`src/ircc_pkg.sv`:
```
// Package for the internal reset cause control block.
// Assumes a single 50 MHz clock and a plain register port with 8-bit data.
package ircc_pkg;

  // ==========================================================
  // Register map (word index; byte address is index * 4)
  // ==========================================================
  localparam logic [3:0] IRCC_ADDR_CAUSE = 4'h0;
  localparam logic [3:0] IRCC_ADDR_SYSCFG3 = 4'h1;
  localparam logic [3:0] IRCC_ADDR_KEY = 4'h2;
  localparam logic [3:0] IRCC_ADDR_IRQ_STAT = 4'h3;
  localparam logic [3:0] IRCC_ADDR_IRQ_MASK = 4'h4;

  // ==========================================================
  // Field positions
  // ==========================================================
  localparam int IRCC_BIT_VDET = 0;
  localparam int IRCC_BIT_WDT = 1;
  localparam int IRCC_BIT_CLK = 2;
  localparam int IRCC_BIT_TRIM = 3;
  localparam int IRCC_BIT_TRIM_FAULT = 6;
  localparam int IRCC_BIT_CLEAR_REQ = 7;
  localparam int IRCC_BIT_PIN_RST_DIS = 0;
  localparam int IRCC_NUM_CAUSES = 4;

  // ==========================================================
  // Keys and reset values
  // ==========================================================
  localparam logic [7:0] IRCC_KEY_CLEAR = 8'h71;
  localparam logic [7:0] IRCC_KEY_PIN = 8'hB2;
  localparam logic [7:0] IRCC_ZERO8 = 8'h00;
  localparam logic [3:0] IRCC_ZERO4 = 4'h0;

  // ==========================================================
  // Timing
  // ==========================================================
  localparam int IRCC_CLK_MHZ = 50;
  localparam int IRCC_RST_PULSE_NS = 200;
  localparam int IRCC_RST_PULSE_CYC = (IRCC_RST_PULSE_NS * IRCC_CLK_MHZ + 999) / 1000;
  localparam int IRCC_WARMUP_US = 20;
  localparam int IRCC_WARMUP_CYC = IRCC_WARMUP_US * IRCC_CLK_MHZ;

  typedef enum logic [1:0] {
    IRCC_ST_RESET,
    IRCC_ST_WARMUP,
    IRCC_ST_RUN
  } ircc_state_e;

endpackage : ircc_pkg

```
`src/ircc_sync.sv`:
```
// Two-flop synchroniser for one level from outside the clock domain.
// Assumes the level is stable long enough to be seen by the clock.
`timescale 1ns/1ps
module ircc_sync (
  // Clock and reset
  input wire logic clock,
  input wire logic rst_n,
  // Level
  input wire logic async_in,
  output logic sync_out
);

  logic meta_ff;

  // ==========================================================
  // Synchroniser, resets to high as an idle pin level
  // ==========================================================
  always_ff @(posedge clock or negedge rst_n) begin
    if (!rst_n) begin
      meta_ff <= 1'b1;
      sync_out <= 1'b1;
    end else begin
      meta_ff <= async_in;
      sync_out <= meta_ff;
    end
  end

endmodule // ircc_sync

```
`src/ircc_top.sv`:
```
// Internal reset cause control: internal reset request, cause record,
// warm-up with trim fetch, keyed clear and reset-pin role switch.
// Assumes rst_n is the power-on reset and event inputs share the clock.
//
// Overview of operation
// - Voltage detection event raises an internal reset.
// - Watchdog overflow raises an internal reset.
// - Deadlocking oscillator-enable setting raises an internal reset.
// - Corrupted latched trim bits during operation raise an internal reset.
// - Warm-up after any reset fetches trim bits into an internal latch.
// - Abnormal trim bits fetched during warm-up set the trim fault flag.
// - Cause status shows which internal source produced the last reset.
// - Cause status cleared by pin or power-on reset, not by internal resets.
// - Clear request bit then key 0x71 clears the four cause bits, not the trim fault flag.
// - Clear request bit returns to zero after the clear.
// - Disable bit then key 0xB2 turns the reset pin into a port.
// - Cleared disable bit then key 0xB2 restores the pin reset role.
// - Power-on reset and pin reset are ORed together.
//
// Our own choices: strobed register access and the placing of the registers.
`timescale 1ns/1ps
module ircc_top
  import ircc_pkg::*;
#(
  parameter int WARMUP_CYC = IRCC_WARMUP_CYC
) (
  // Clock and power-on reset
  input wire logic clock,
  input wire logic rst_n,
  // Reset pin level, low active when in reset role
  input wire logic reset_pin_n,
  // Internal reset sources
  input wire logic vdet_event,
  input wire logic wdt_overflow,
  input wire logic osc_enable_write,
  input wire logic [1:0] osc_enable_value,
  // Trim storage fetch and latch check
  input wire logic [7:0] trim_store_data,
  input wire logic trim_store_valid,
  input wire logic trim_store_error,
  input wire logic trim_latch_corrupt,
  // Register port
  input wire logic [3:0] reg_addr,
  input wire logic [7:0] reg_wdata,
  input wire logic reg_write,
  input wire logic reg_read,
  output logic [7:0] reg_rdata,
  // System outputs
  output logic sys_reset_n,
  output logic warmup_busy,
  output logic [7:0] trim_latch,
  output logic pin_port_mode,
  output logic pin_port_level,
  output logic irq
);

  // ==========================================================
  // Declarations
  // ==========================================================
  ircc_state_e state_ff;
  ircc_state_e nxt_state;
  logic pin_sync;
  logic pin_rst_n;
  logic chip_rst_n;
  logic [IRCC_NUM_CAUSES-1:0] cause_ff;
  logic [IRCC_NUM_CAUSES-1:0] cause_hit;
  logic trim_fault_ff;
  logic clear_req_ff;
  logic pin_dis_pend_ff;
  logic pin_dis_ff;
  logic [7:0] trim_ff;
  logic [15:0] cnt_ff;
  logic [IRCC_NUM_CAUSES-1:0] irq_stat_ff;
  logic [IRCC_NUM_CAUSES-1:0] irq_mask_ff;
  logic [7:0] rdata_ff;
  logic int_req;
  logic wr_key;
  logic key_clear;
  logic key_pin;
  logic [15:0] warm_last;

  function automatic logic is_wr(input logic [3:0] a, input logic [3:0] sel,
                                 input logic we);
    is_wr = we && (a == sel);
  endfunction

  // ==========================================================
  // Reset combination
  // ==========================================================
  ircc_sync u_pin_sync (
    .clock(clock),
    .rst_n(rst_n),
    .async_in(reset_pin_n),
    .sync_out(pin_sync)
  );

  // Pin acts as reset only while the port role is not applied
  assign pin_rst_n = pin_dis_ff ? 1'b1 : pin_sync;
  assign chip_rst_n = rst_n & pin_rst_n;

  // A deadlock combination is both oscillators disabled
  assign cause_hit[IRCC_BIT_VDET] = vdet_event;
  assign cause_hit[IRCC_BIT_WDT] = wdt_overflow;
  assign cause_hit[IRCC_BIT_CLK] = osc_enable_write && (osc_enable_value == 2'b00);
  assign cause_hit[IRCC_BIT_TRIM] = trim_latch_corrupt && (state_ff == IRCC_ST_RUN);
  assign int_req = (state_ff == IRCC_ST_RUN) && (|cause_hit);

  assign wr_key = is_wr(reg_addr, IRCC_ADDR_KEY, reg_write);
  assign key_clear = wr_key && (reg_wdata == IRCC_KEY_CLEAR);
  assign key_pin = wr_key && (reg_wdata == IRCC_KEY_PIN);
  assign warm_last = 16'(WARMUP_CYC - 1);

  // ==========================================================
  // Sequencer: reset pulse, warm-up, run
  // ==========================================================
  always_comb begin
    nxt_state = state_ff;
    case (state_ff)
      IRCC_ST_RESET: begin
        if (cnt_ff == 16'(IRCC_RST_PULSE_CYC - 1)) begin
          nxt_state = IRCC_ST_WARMUP;
        end
      end
      IRCC_ST_WARMUP: begin
        if (cnt_ff == warm_last) begin
          nxt_state = IRCC_ST_RUN;
        end
      end
      IRCC_ST_RUN: begin
        if (int_req) begin
          nxt_state = IRCC_ST_RESET;
        end
      end
      default: nxt_state = IRCC_ST_RESET;
    endcase
  end

  // Pin or power-on reset restarts the sequence too
  always_ff @(posedge clock or negedge rst_n) begin
    if (!rst_n) begin
      state_ff <= IRCC_ST_RESET;
      cnt_ff <= 16'h0000;
    end else if (!chip_rst_n) begin
      state_ff <= IRCC_ST_RESET;
      cnt_ff <= 16'h0000;
    end else begin
      state_ff <= nxt_state;
      cnt_ff <= (nxt_state != state_ff) ? 16'h0000 : cnt_ff + 16'h0001;
    end
  end

  assign sys_reset_n = (state_ff == IRCC_ST_RUN);
  assign warmup_busy = (state_ff == IRCC_ST_WARMUP);

  // ==========================================================
  // Trim fetch during warm-up
  // ==========================================================
  always_ff @(posedge clock or negedge rst_n) begin
    if (!rst_n) begin
      trim_ff <= IRCC_ZERO8;
      trim_fault_ff <= 1'b0;
    end else if (state_ff == IRCC_ST_RESET) begin
      trim_fault_ff <= 1'b0;
    end else if (warmup_busy && trim_store_valid) begin
      trim_ff <= trim_store_data;
      trim_fault_ff <= trim_store_error;
    end
  end

  assign trim_latch = trim_ff;

  // ==========================================================
  // Cause status: kept across internal resets
  // ==========================================================
  // Asynchronous clear from rst_n only; pin reset clears synchronously
  always_ff @(posedge clock or negedge rst_n) begin
    if (!rst_n) begin
      cause_ff <= IRCC_ZERO4;
    end else if (!pin_rst_n) begin
      cause_ff <= IRCC_ZERO4;
    end else if (int_req) begin
      cause_ff <= cause_hit;
    end else if (clear_req_ff && key_clear) begin
      cause_ff <= IRCC_ZERO4;
    end
  end

  // Clear request bit, self-clears once the clear has been done
  always_ff @(posedge clock or negedge rst_n) begin
    if (!rst_n) begin
      clear_req_ff <= 1'b0;
    end else if (clear_req_ff && key_clear) begin
      clear_req_ff <= 1'b0;
    end else if (is_wr(reg_addr, IRCC_ADDR_CAUSE, reg_write)) begin
      clear_req_ff <= reg_wdata[IRCC_BIT_CLEAR_REQ];
    end
  end

  // ==========================================================
  // Pin role: pending bit applied by key
  // ==========================================================
  // Applied setting changes only by key or power-on reset, not by pin or internal resets
  always_ff @(posedge clock or negedge rst_n) begin
    if (!rst_n) begin
      pin_dis_pend_ff <= 1'b0;
      pin_dis_ff <= 1'b0;
    end else begin
      if (is_wr(reg_addr, IRCC_ADDR_SYSCFG3, reg_write)) begin
        pin_dis_pend_ff <= reg_wdata[IRCC_BIT_PIN_RST_DIS];
      end
      if (key_pin) begin
        pin_dis_ff <= pin_dis_pend_ff;
      end
    end
  end

  assign pin_port_mode = pin_dis_ff;
  assign pin_port_level = pin_dis_ff & pin_sync;

  // ==========================================================
  // Interrupt status and mask
  // ==========================================================
  // Set wins over a write-one clear in the same cycle
  always_ff @(posedge clock or negedge rst_n) begin
    if (!rst_n) begin
      irq_stat_ff <= IRCC_ZERO4;
    end else if (is_wr(reg_addr, IRCC_ADDR_IRQ_STAT, reg_write)) begin
      irq_stat_ff <= (irq_stat_ff & ~reg_wdata[IRCC_NUM_CAUSES-1:0])
                     | (int_req ? cause_hit : IRCC_ZERO4);
    end else if (int_req) begin
      irq_stat_ff <= irq_stat_ff | cause_hit;
    end
  end

  always_ff @(posedge clock or negedge rst_n) begin
    if (!rst_n) begin
      irq_mask_ff <= IRCC_ZERO4;
    end else if (is_wr(reg_addr, IRCC_ADDR_IRQ_MASK, reg_write)) begin
      irq_mask_ff <= reg_wdata[IRCC_NUM_CAUSES-1:0];
    end
  end

  assign irq = |(irq_stat_ff & irq_mask_ff);

  // ==========================================================
  // Read data, one cycle after the strobe
  // ==========================================================
  always_ff @(posedge clock or negedge rst_n) begin
    if (!rst_n) begin
      rdata_ff <= IRCC_ZERO8;
    end else if (reg_read) begin
      case (reg_addr)
        IRCC_ADDR_CAUSE:
          rdata_ff <= {clear_req_ff, trim_fault_ff, 2'b00, cause_ff};
        IRCC_ADDR_SYSCFG3: rdata_ff <= {7'h00, pin_dis_pend_ff};
        IRCC_ADDR_IRQ_STAT: rdata_ff <= {4'h0, irq_stat_ff};
        IRCC_ADDR_IRQ_MASK: rdata_ff <= {4'h0, irq_mask_ff};
        default: rdata_ff <= IRCC_ZERO8;
      endcase
    end else begin
      rdata_ff <= IRCC_ZERO8;
    end
  end

  assign reg_rdata = rdata_ff;

  // ==========================================================
  // Checks
  // ==========================================================
  vdet_reset_a: assert property (@(posedge clock) disable iff (!rst_n)
    (sys_reset_n && vdet_event && pin_rst_n) |=> !sys_reset_n)
    else $error("voltage event did not reset");

  wdt_reset_a: assert property (@(posedge clock) disable iff (!rst_n)
    (sys_reset_n && wdt_overflow && pin_rst_n) |=> (!sys_reset_n && cause_ff[IRCC_BIT_WDT]))
    else $error("watchdog overflow not recorded");

  clk_reset_a: assert property (@(posedge clock) disable iff (!rst_n)
    (sys_reset_n && osc_enable_write && osc_enable_value == 2'b00 && pin_rst_n)
    |=> cause_ff[IRCC_BIT_CLK])
    else $error("clock deadlock not recorded");

  trim_reset_a: assert property (@(posedge clock) disable iff (!rst_n)
    (sys_reset_n && trim_latch_corrupt && pin_rst_n) |=> !sys_reset_n)
    else $error("trim corruption did not reset");

  trim_fetch_a: assert property (@(posedge clock) disable iff (!rst_n)
    (warmup_busy && trim_store_valid && pin_rst_n) |=> (trim_latch == $past(trim_store_data)))
    else $error("trim not latched");

  trim_fault_a: assert property (@(posedge clock) disable iff (!rst_n)
    (warmup_busy && trim_store_valid && trim_store_error && pin_rst_n) |=> trim_fault_ff)
    else $error("trim fault not flagged");

  cause_keep_a: assert property (@(posedge clock) disable iff (!rst_n)
    (state_ff != IRCC_ST_RUN && pin_rst_n) |=> $stable(cause_ff))
    else $error("cause lost across internal reset");

  cause_clear_a: assert property (@(posedge clock) disable iff (!rst_n)
    (clear_req_ff && key_clear && !int_req && pin_rst_n) |=> (cause_ff == IRCC_ZERO4))
    else $error("cause not cleared by key");

  req_selfclr_a: assert property (@(posedge clock) disable iff (!rst_n)
    (clear_req_ff && key_clear) |=> !clear_req_ff)
    else $error("clear request stuck");

  pin_apply_a: assert property (@(posedge clock) disable iff (!rst_n)
    key_pin |=> (pin_port_mode == $past(pin_dis_pend_ff)))
    else $error("pin role not applied");

  wrong_key_a: assert property (@(posedge clock) disable iff (!rst_n)
    (wr_key && !key_pin) |=> $stable(pin_port_mode))
    else $error("pin role changed without key");

  pin_or_a: assert property (@(posedge clock) disable iff (!rst_n)
    (!pin_rst_n) |=> !sys_reset_n)
    else $error("pin reset not honoured");

  vdet_cause_a: assert property (@(posedge clock) disable iff (!rst_n)
    (sys_reset_n && vdet_event && pin_rst_n) |=> cause_ff[IRCC_BIT_VDET])
    else $error("voltage cause not recorded");

  trim_cause_a: assert property (@(posedge clock) disable iff (!rst_n)
    (sys_reset_n && trim_latch_corrupt && pin_rst_n) |=> cause_ff[IRCC_BIT_TRIM])
    else $error("trim cause not recorded");

  pin_restore_a: assert property (@(posedge clock) disable iff (!rst_n)
    (key_pin && !pin_dis_pend_ff) |=> !pin_port_mode)
    else $error("pin reset role not restored");

  // A low pin level must not reach the sequencer once the port role is applied
  port_no_reset_a: assert property (@(posedge clock) disable iff (!rst_n)
    (pin_dis_ff && sys_reset_n && !int_req) |=> sys_reset_n)
    else $error("port pin caused a reset");

endmodule // ircc_top

```
`config.mk`:
```
export PLATFORM = sky130hd
export DESIGN_NAME = ircc_top
export DESIGN_NICKNAME = d
export VERILOG_FILES = /design/src/ircc_pkg.sv /design/src/ircc_sync.sv /design/src/ircc_top.sv
export SDC_FILE = /design/constraint.sdc
export NUM_CORES = 1
export LEC_CHECK = 0
export BUFFER_PORTS_ARGS = -buffer_cell sky130_fd_sc_hd__buf_4
export CORE_UTILIZATION = 30
export DETAILED_ROUTE_END_ITERATION = 10
export PLACE_DENSITY = 0.48
export SETUP_SLACK_MARGIN = 0.4
export SYNTH_ARGS = -nofsm -noshare
export SYNTH_HDL_FRONTEND = slang
export SYNTH_SLANG_ARGS = --single-unit
```
`constraint.sdc`:
```
create_clock -name clock -period 2.55 [get_ports clock]
set_clock_uncertainty 0.05 [all_clocks]
set_input_delay 0.3825 -clock clock [delete_from_list [all_inputs] [get_ports clock]]
set_output_delay 0.3825 -clock clock [all_outputs]
set_load 0.05 [all_outputs]
```
# Word-level counts from Yosys, hierarchy flattened
# Index checks and enable logic that the tools add are counted.
dict set report totals {
  regBits 52
  output_inout_bits 21
}
dict set report classes {
  n_addsub 1
  eq_ne 12
  n_mux 20
  bitwise_logic 8
  n_reduce_logical 21
}
# operator n
set ops {}
lappend ops {{$mux 16} 2}
lappend ops {{$pmux 8 s4} 1}
lappend ops {{$mux 4} 6}
lappend ops {{$add 16x1->16 const B} 1}
lappend ops {{$eq 16x10->1 const B} 1}
lappend ops {{$eq 16x4->1 const B} 1}
lappend ops {{$logic_and 1x1->1} 12}
lappend ops {{$and 4x4->4} 2}
lappend ops {{$eq 4x2->1 const B} 2}
lappend ops {{$eq 8x7->1 const B} 1}
lappend ops {{$eq 8x8->1 const B} 1}
lappend ops {{$mux 2} 4}
lappend ops {{$mux 8} 1}
lappend ops {{$or 4x4->4} 2}
lappend ops {{$reduce_or 4->1} 2}
lappend ops {{$pmux 2 s3} 1}
lappend ops {{$reduce_bool 2->1} 3}
lappend ops {{$mux 1} 5}
lappend ops {{$eq 4x1->1 const B} 1}
lappend ops {{$eq 4x3->1 const B} 1}
lappend ops {{$logic_not 2->1} 2}
lappend ops {{$logic_not 4->1} 1}
lappend ops {{$not 4->4} 1}
lappend ops {{$ne 3x1->1 const B} 1}
lappend ops {{other kinds (6)} 7}

# Depth between registers and ports, before layout
dict set report logic_depth {
  ltp_word 9
  depth_mapped 7
  mapped_depth_nobuf 6
}

# By module
# From an unflattened synthesis, not the netlist that was laid out.
dict set report unflattened {
  hier_cells 219
  hier_area_um2 2462.4
}
# mod n_inst cells_each area_per_inst_um2 seq_area_each_um2
set by_module_without_submodules {}
lappend by_module_without_submodules {ircc_top 1 217 2409.8 1201.2}
lappend by_module_without_submodules {ircc_sync 1 2 52.6 52.6}

# Least setup slack after synthesis
# No wires, ideal clock.
dict set report synth_path {
  kind {reg2reg}
  start {register state_ff[1]}
  end {register trim_ff[0], in the netlist trim_latch[0]}
  arrival_ns 1.923
  t_required_ns 2.375
  path_slack_ns 0.452
  stages_incl_launch_ff 5
  n_path_buf 1
  synth_period_minus_slack_ns 2.098
  path_cell_list {dfrtp_1 > clkbuf_1 > nor2_1 > nand2_1 > mux2_2}
}
dict set report synth_between {
  elab_chain_cells 3
}
# item line
set synth_rtl {}
lappend synth_rtl {{start, declared} ircc_top.sv:60} ;# ircc_state_e state_ff;
lappend synth_rtl {{start signal, assigned} ircc_top.sv:147} ;# state_ff <= nxt_state;
lappend synth_rtl {{$eq 2x1->1} ircc_top.sv:153} ;# assign warmup_busy = (state_ff == IRCC_ST_WARMUP);
lappend synth_rtl {{named net warmup_busy} ircc_top.sv:50} ;# output logic warmup_busy,
lappend synth_rtl {{$logic_and 1x1->1} ircc_top.sv:164} ;# end else if (warmup_busy && trim_store_valid) begin
lappend synth_rtl {{$reduce_and 2->1 (no line)} -}
lappend synth_rtl {{end signal, assigned} ircc_top.sv:165} ;# trim_ff <= trim_store_data;
lappend synth_rtl {{end, declared} ircc_top.sv:71} ;# logic [7:0] trim_ff;
# The timed path passes the listed nets, and every way through them passes these cells.
# A chain may end at the register's enable or synchronous reset.

# Worst setup path after layout
dict set report layout_path {
  start {register cnt_ff[6]}
  end {register cnt_ff[15]}
}
dict set report layout_between {
  elab_chain_cells 6
}
# item line
set layout_rtl {}
lappend layout_rtl {{start, declared} ircc_top.sv:72} ;# logic [15:0] cnt_ff;
lappend layout_rtl {{start signal, assigned} ircc_top.sv:148} ;# cnt_ff <= (nxt_state != state_ff) ? 16'h0000 : cnt_ff + 16'h0001;
lappend layout_rtl {{$eq 16x10->1 or $eq 16x4->1 (tied branches)} {ircc_top.sv:125, ircc_top.sv:120}}
lappend layout_rtl {{$mux 2, on equally long branches} {ircc_top.sv:125, ircc_top.sv:120}}
lappend layout_rtl {{$pmux 2 s3} ircc_top.sv:118} ;# case (state_ff)
lappend layout_rtl {{$ne 2x2->1} ircc_top.sv:148}
lappend layout_rtl {{$mux 16 *} ircc_top.sv:148}
lappend layout_rtl {{$mux 16 *} ircc_top.sv:143} ;# end else if (!chip_rst_n) begin
# Mark *: on every way between the ends. The rest lies on a longest branch, timed or not.

==> impl_results.md <==
* Drt initial violations at 72
* Type of the most critical hold path: in2reg
* Seq/Total Area, Yosys at 0.520
* Hold Buf Count CTS at 0
* TritonCTS clock tree: done
* Worst Path Arrival at 2150 ps
* FP Rows at 32
* Die W at 91.6 microns
* CTS H-Tree Depth at 2
* Crit start category: register
* Period Utilization, post-route at 0.780
* Cells along the critical path: nand4_2, or4_4, or3_1, a211oi_1
* Clk_lat worst skew at about 320 ps
* IO Port Bufs at 51
* CP max FO at 7
* Max-Slew Margin vs Limit at 0.570
* Gr ovfl total at 0
* Commonest non-fill, non-tap cell in the layout: buf_4
* Pwr Total at between 1.5 and 2 mW
* R2r setup slk at 560 ps
* Initial core utilization at 0.310
* Initial antenna violation count at 0
* Logic pwr share at 0.103
* Type of the worst setup path: reg2reg
* Non-Filler Instances at ~380
* Die height at about 92 microns
* Fin Setup TNS at 0 ps
* WP buf/inv at 0
* CORE AREA at between 7000 and 8000 sq um
* CTS clk-pin slew, worst paths at roughly 100 ps
* Via density at between 5 and 6
* Flop pwr share at 0.527
* Leak Pwr at 1.36 nW
* Layout cells sized above 1 at 0.343
* Synth Flop Type: dfrtp_1
* Dpl cells at about 370
* First-pass GRT wire length at about 9600 microns
* Finished Cell Area at 3050 sq um
* Synthesized flop and latch total at 50
* Crit path max-delay family: simple AND/OR/NAND/NOR gates
* Drt pass-1 iters at 4
* Fin. Hold Viols at 0
* Most frequent cells in the layout: 55 x buf_4, 48 x dfrtp_1, 19 x mux2_2
* Largest net degree at the start of global routing at between 50 and 60
* HPWL after DPL at approximately 4100 microns
* P_int at roughly 1.2 mW
* Root buffer cell: clkbuf_8
* Clk buf depth at 2
* Pwr dens at approximately 530 nW/um^2
* Total GRT Usage at 0.147
* Worst Tran Pin Value at 645 ps
* WL/cell at around 15 microns
* Synth warn at 0
* Mapped cell area at between 2000 and 2500 sq um
* RSZ-0062 raised after global routing: no
* Vias in the first global route at around 2,000
* Req. time, crit path at 2720 ps
* Fmax at between 500 and 600 MHz
* Syn Inst Count at 217
* Net Sw Power at 405 uW
* Synthesis-to-layout area growth at 26.7%
* Syn_area_per_cell at between 10 and 15 sq um
* CP endpoint kind: register
* Max-slew violations at 0
* Die ar. at ~8400 sq um
* Worst vdd ir at ~200 uV
* Period minus WS final at 1990 ps
* Antenna viol nets, final at 0
* Num CTS Buffers at 5
* CP max stage cell: or4_4
* Placer congestion estimate at slightly below 0.8
* Placed Area at 2920 sq um
* Number of clock sinks at 50
* # nets final at just over 300
* Async SR Flop Fraction at 1.00
* Vias at approximately 1,900
* Final setup fails at 0
* Max-cap violations at 0
* DRC viols at 0
* Boundary Pins at between 50 and 60
* Detailed-route wire length at around 5700 microns
* Number of flops mapped to enable cells by yosys at 0
* Crit path largest cell delay at approximately 580 ps
* Sw Share at 0.252
* N_diodes at 0
* Unique masters post-synth at between 40 and 50
* Clk pwr share at 0.370
* Run status: finished clean
* Hold slack final at ~120 ps
-- repair_timing --
item / in CTS / in global routing
endpoints found under the setup margin: 0 / 10
gates resized for setup: 0 / 3
setup buffers: 0 / 0
-- layout make-up --
cell class | instances | area, sq um
clock inverter | 3 | 47.5
clock buffer | 5 | 68.8
fill | 781 | 4710
inverter | 4 | 15.0
sequential | 50 | 1250
multi-input combinational | 157 | 1130
tap | 102 | 128
timing repair buffer | 55 | 413
-- flip-flops by register name, indices dropped and copies added (netlist names) --
signal / flops
cause_ff: 4
clear_req_ff: 1
cnt_ff: 16
irq_mask_ff: 4
irq_stat_ff: 4
pin_dis_pend_ff: 1
pin_port_mode: 1
reg_rdata: 6
state_ff: 2
trim_fault_ff: 1
trim_latch: 8
u_pin_sync.meta_ff: 1
u_pin_sync.sync_out: 1
-- cells by family (layout without fill, tap and decap cells) --
logic type      after synthesis  count (layout)  synth area share
mux                          19              19            0.0888
other cells                   1               2           0.00156
simple gates                 95              95             0.224
flops                        50              50             0.520
compound gates               27              27            0.0914
xor+xnor                     12              12            0.0436
buf+inv                      11              67            0.0202
fa+ha+maj                     2               2            0.0104
-- worst paths after layout --
path,startpoint,to,cells after the start
hold reg to reg,u_pin_sync.meta_ff,u_pin_sync.sync_out,0
setup / recovery,cnt_ff[6],cnt_ff[15],4
setup reg to reg,cnt_ff[6],cnt_ff[15],4
max in group asynchronous,rst_n,pin_dis_pend_ff,2
hold / removal,reset_pin_n,u_pin_sync.meta_ff,1
min in group asynchronous,rst_n,irq_mask_ff[0],2
-- power by group through the flow --
stage               Sequential, mW  Clock (mW)  Combinational, mW
floorplan                    0.857           0             0.0850
global placement             0.863           0              0.166
detailed placement           0.863           0              0.167
CTS                          0.848       0.625              0.168
global route                 0.853       0.646              0.183
finish                       0.848       0.596              0.166
-- routing by layer --
| metal | wire length, microns | track usage | vias to the layer above |
|---|---|---|---|
| met5 | 0 | 0 | - |
| met4 | 103 | 0.0582 | 0 |
| met3 | 147 | 0.0290 | 10 |
| met2 | 2730 | 0.238 | 25 |
| met1 | 2680 | 0.194 | 944 |
| li1 | - | - | 905 |
-- through the flow --
stage,util,setup slack (ps)
after floorplan,-,452
after global placement,0.376,542
after detailed placement,0.376,485
after CTS,0.391,492
after global routing,0.393,416
final,0.393,562
-- synthesized netlist by cell type, types with 2 or more instances --
master / count / area share
inv_1: 4 / 0.0062
and3_1: 2 / 0.0052
xnor2_1: 6 / 0.022
dfstp_2: 2 / 0.022
nand3_1: 9 / 0.019
buf_4: 2 / 0.0062
a22oi_1: 5 / 0.016
o21ai_0: 3 / 0.0062
clkbuf_1: 5 / 0.0078
mux2_2: 19 / 0.089
nand4_1: 4 / 0.010
and4b_1: 2 / 0.0083
and2_1: 4 / 0.010
a22o_1: 9 / 0.033
a211oi_1: 2 / 0.0062
ha_1: 2 / 0.010
nor3_1: 14 / 0.029
nand2_1: 14 / 0.022
nand4b_1: 4 / 0.015
nor2b_1: 2 / 0.0052
xor2_1: 6 / 0.022
or4_1: 2 / 0.0062
nor4_1: 5 / 0.013
or3_1: 2 / 0.0052
nand2b_1: 2 / 0.0052
nor2_1: 18 / 0.028
dfrtp_1: 48 / 0.50
No activity file was read; power rests on OpenSTA's default activity.
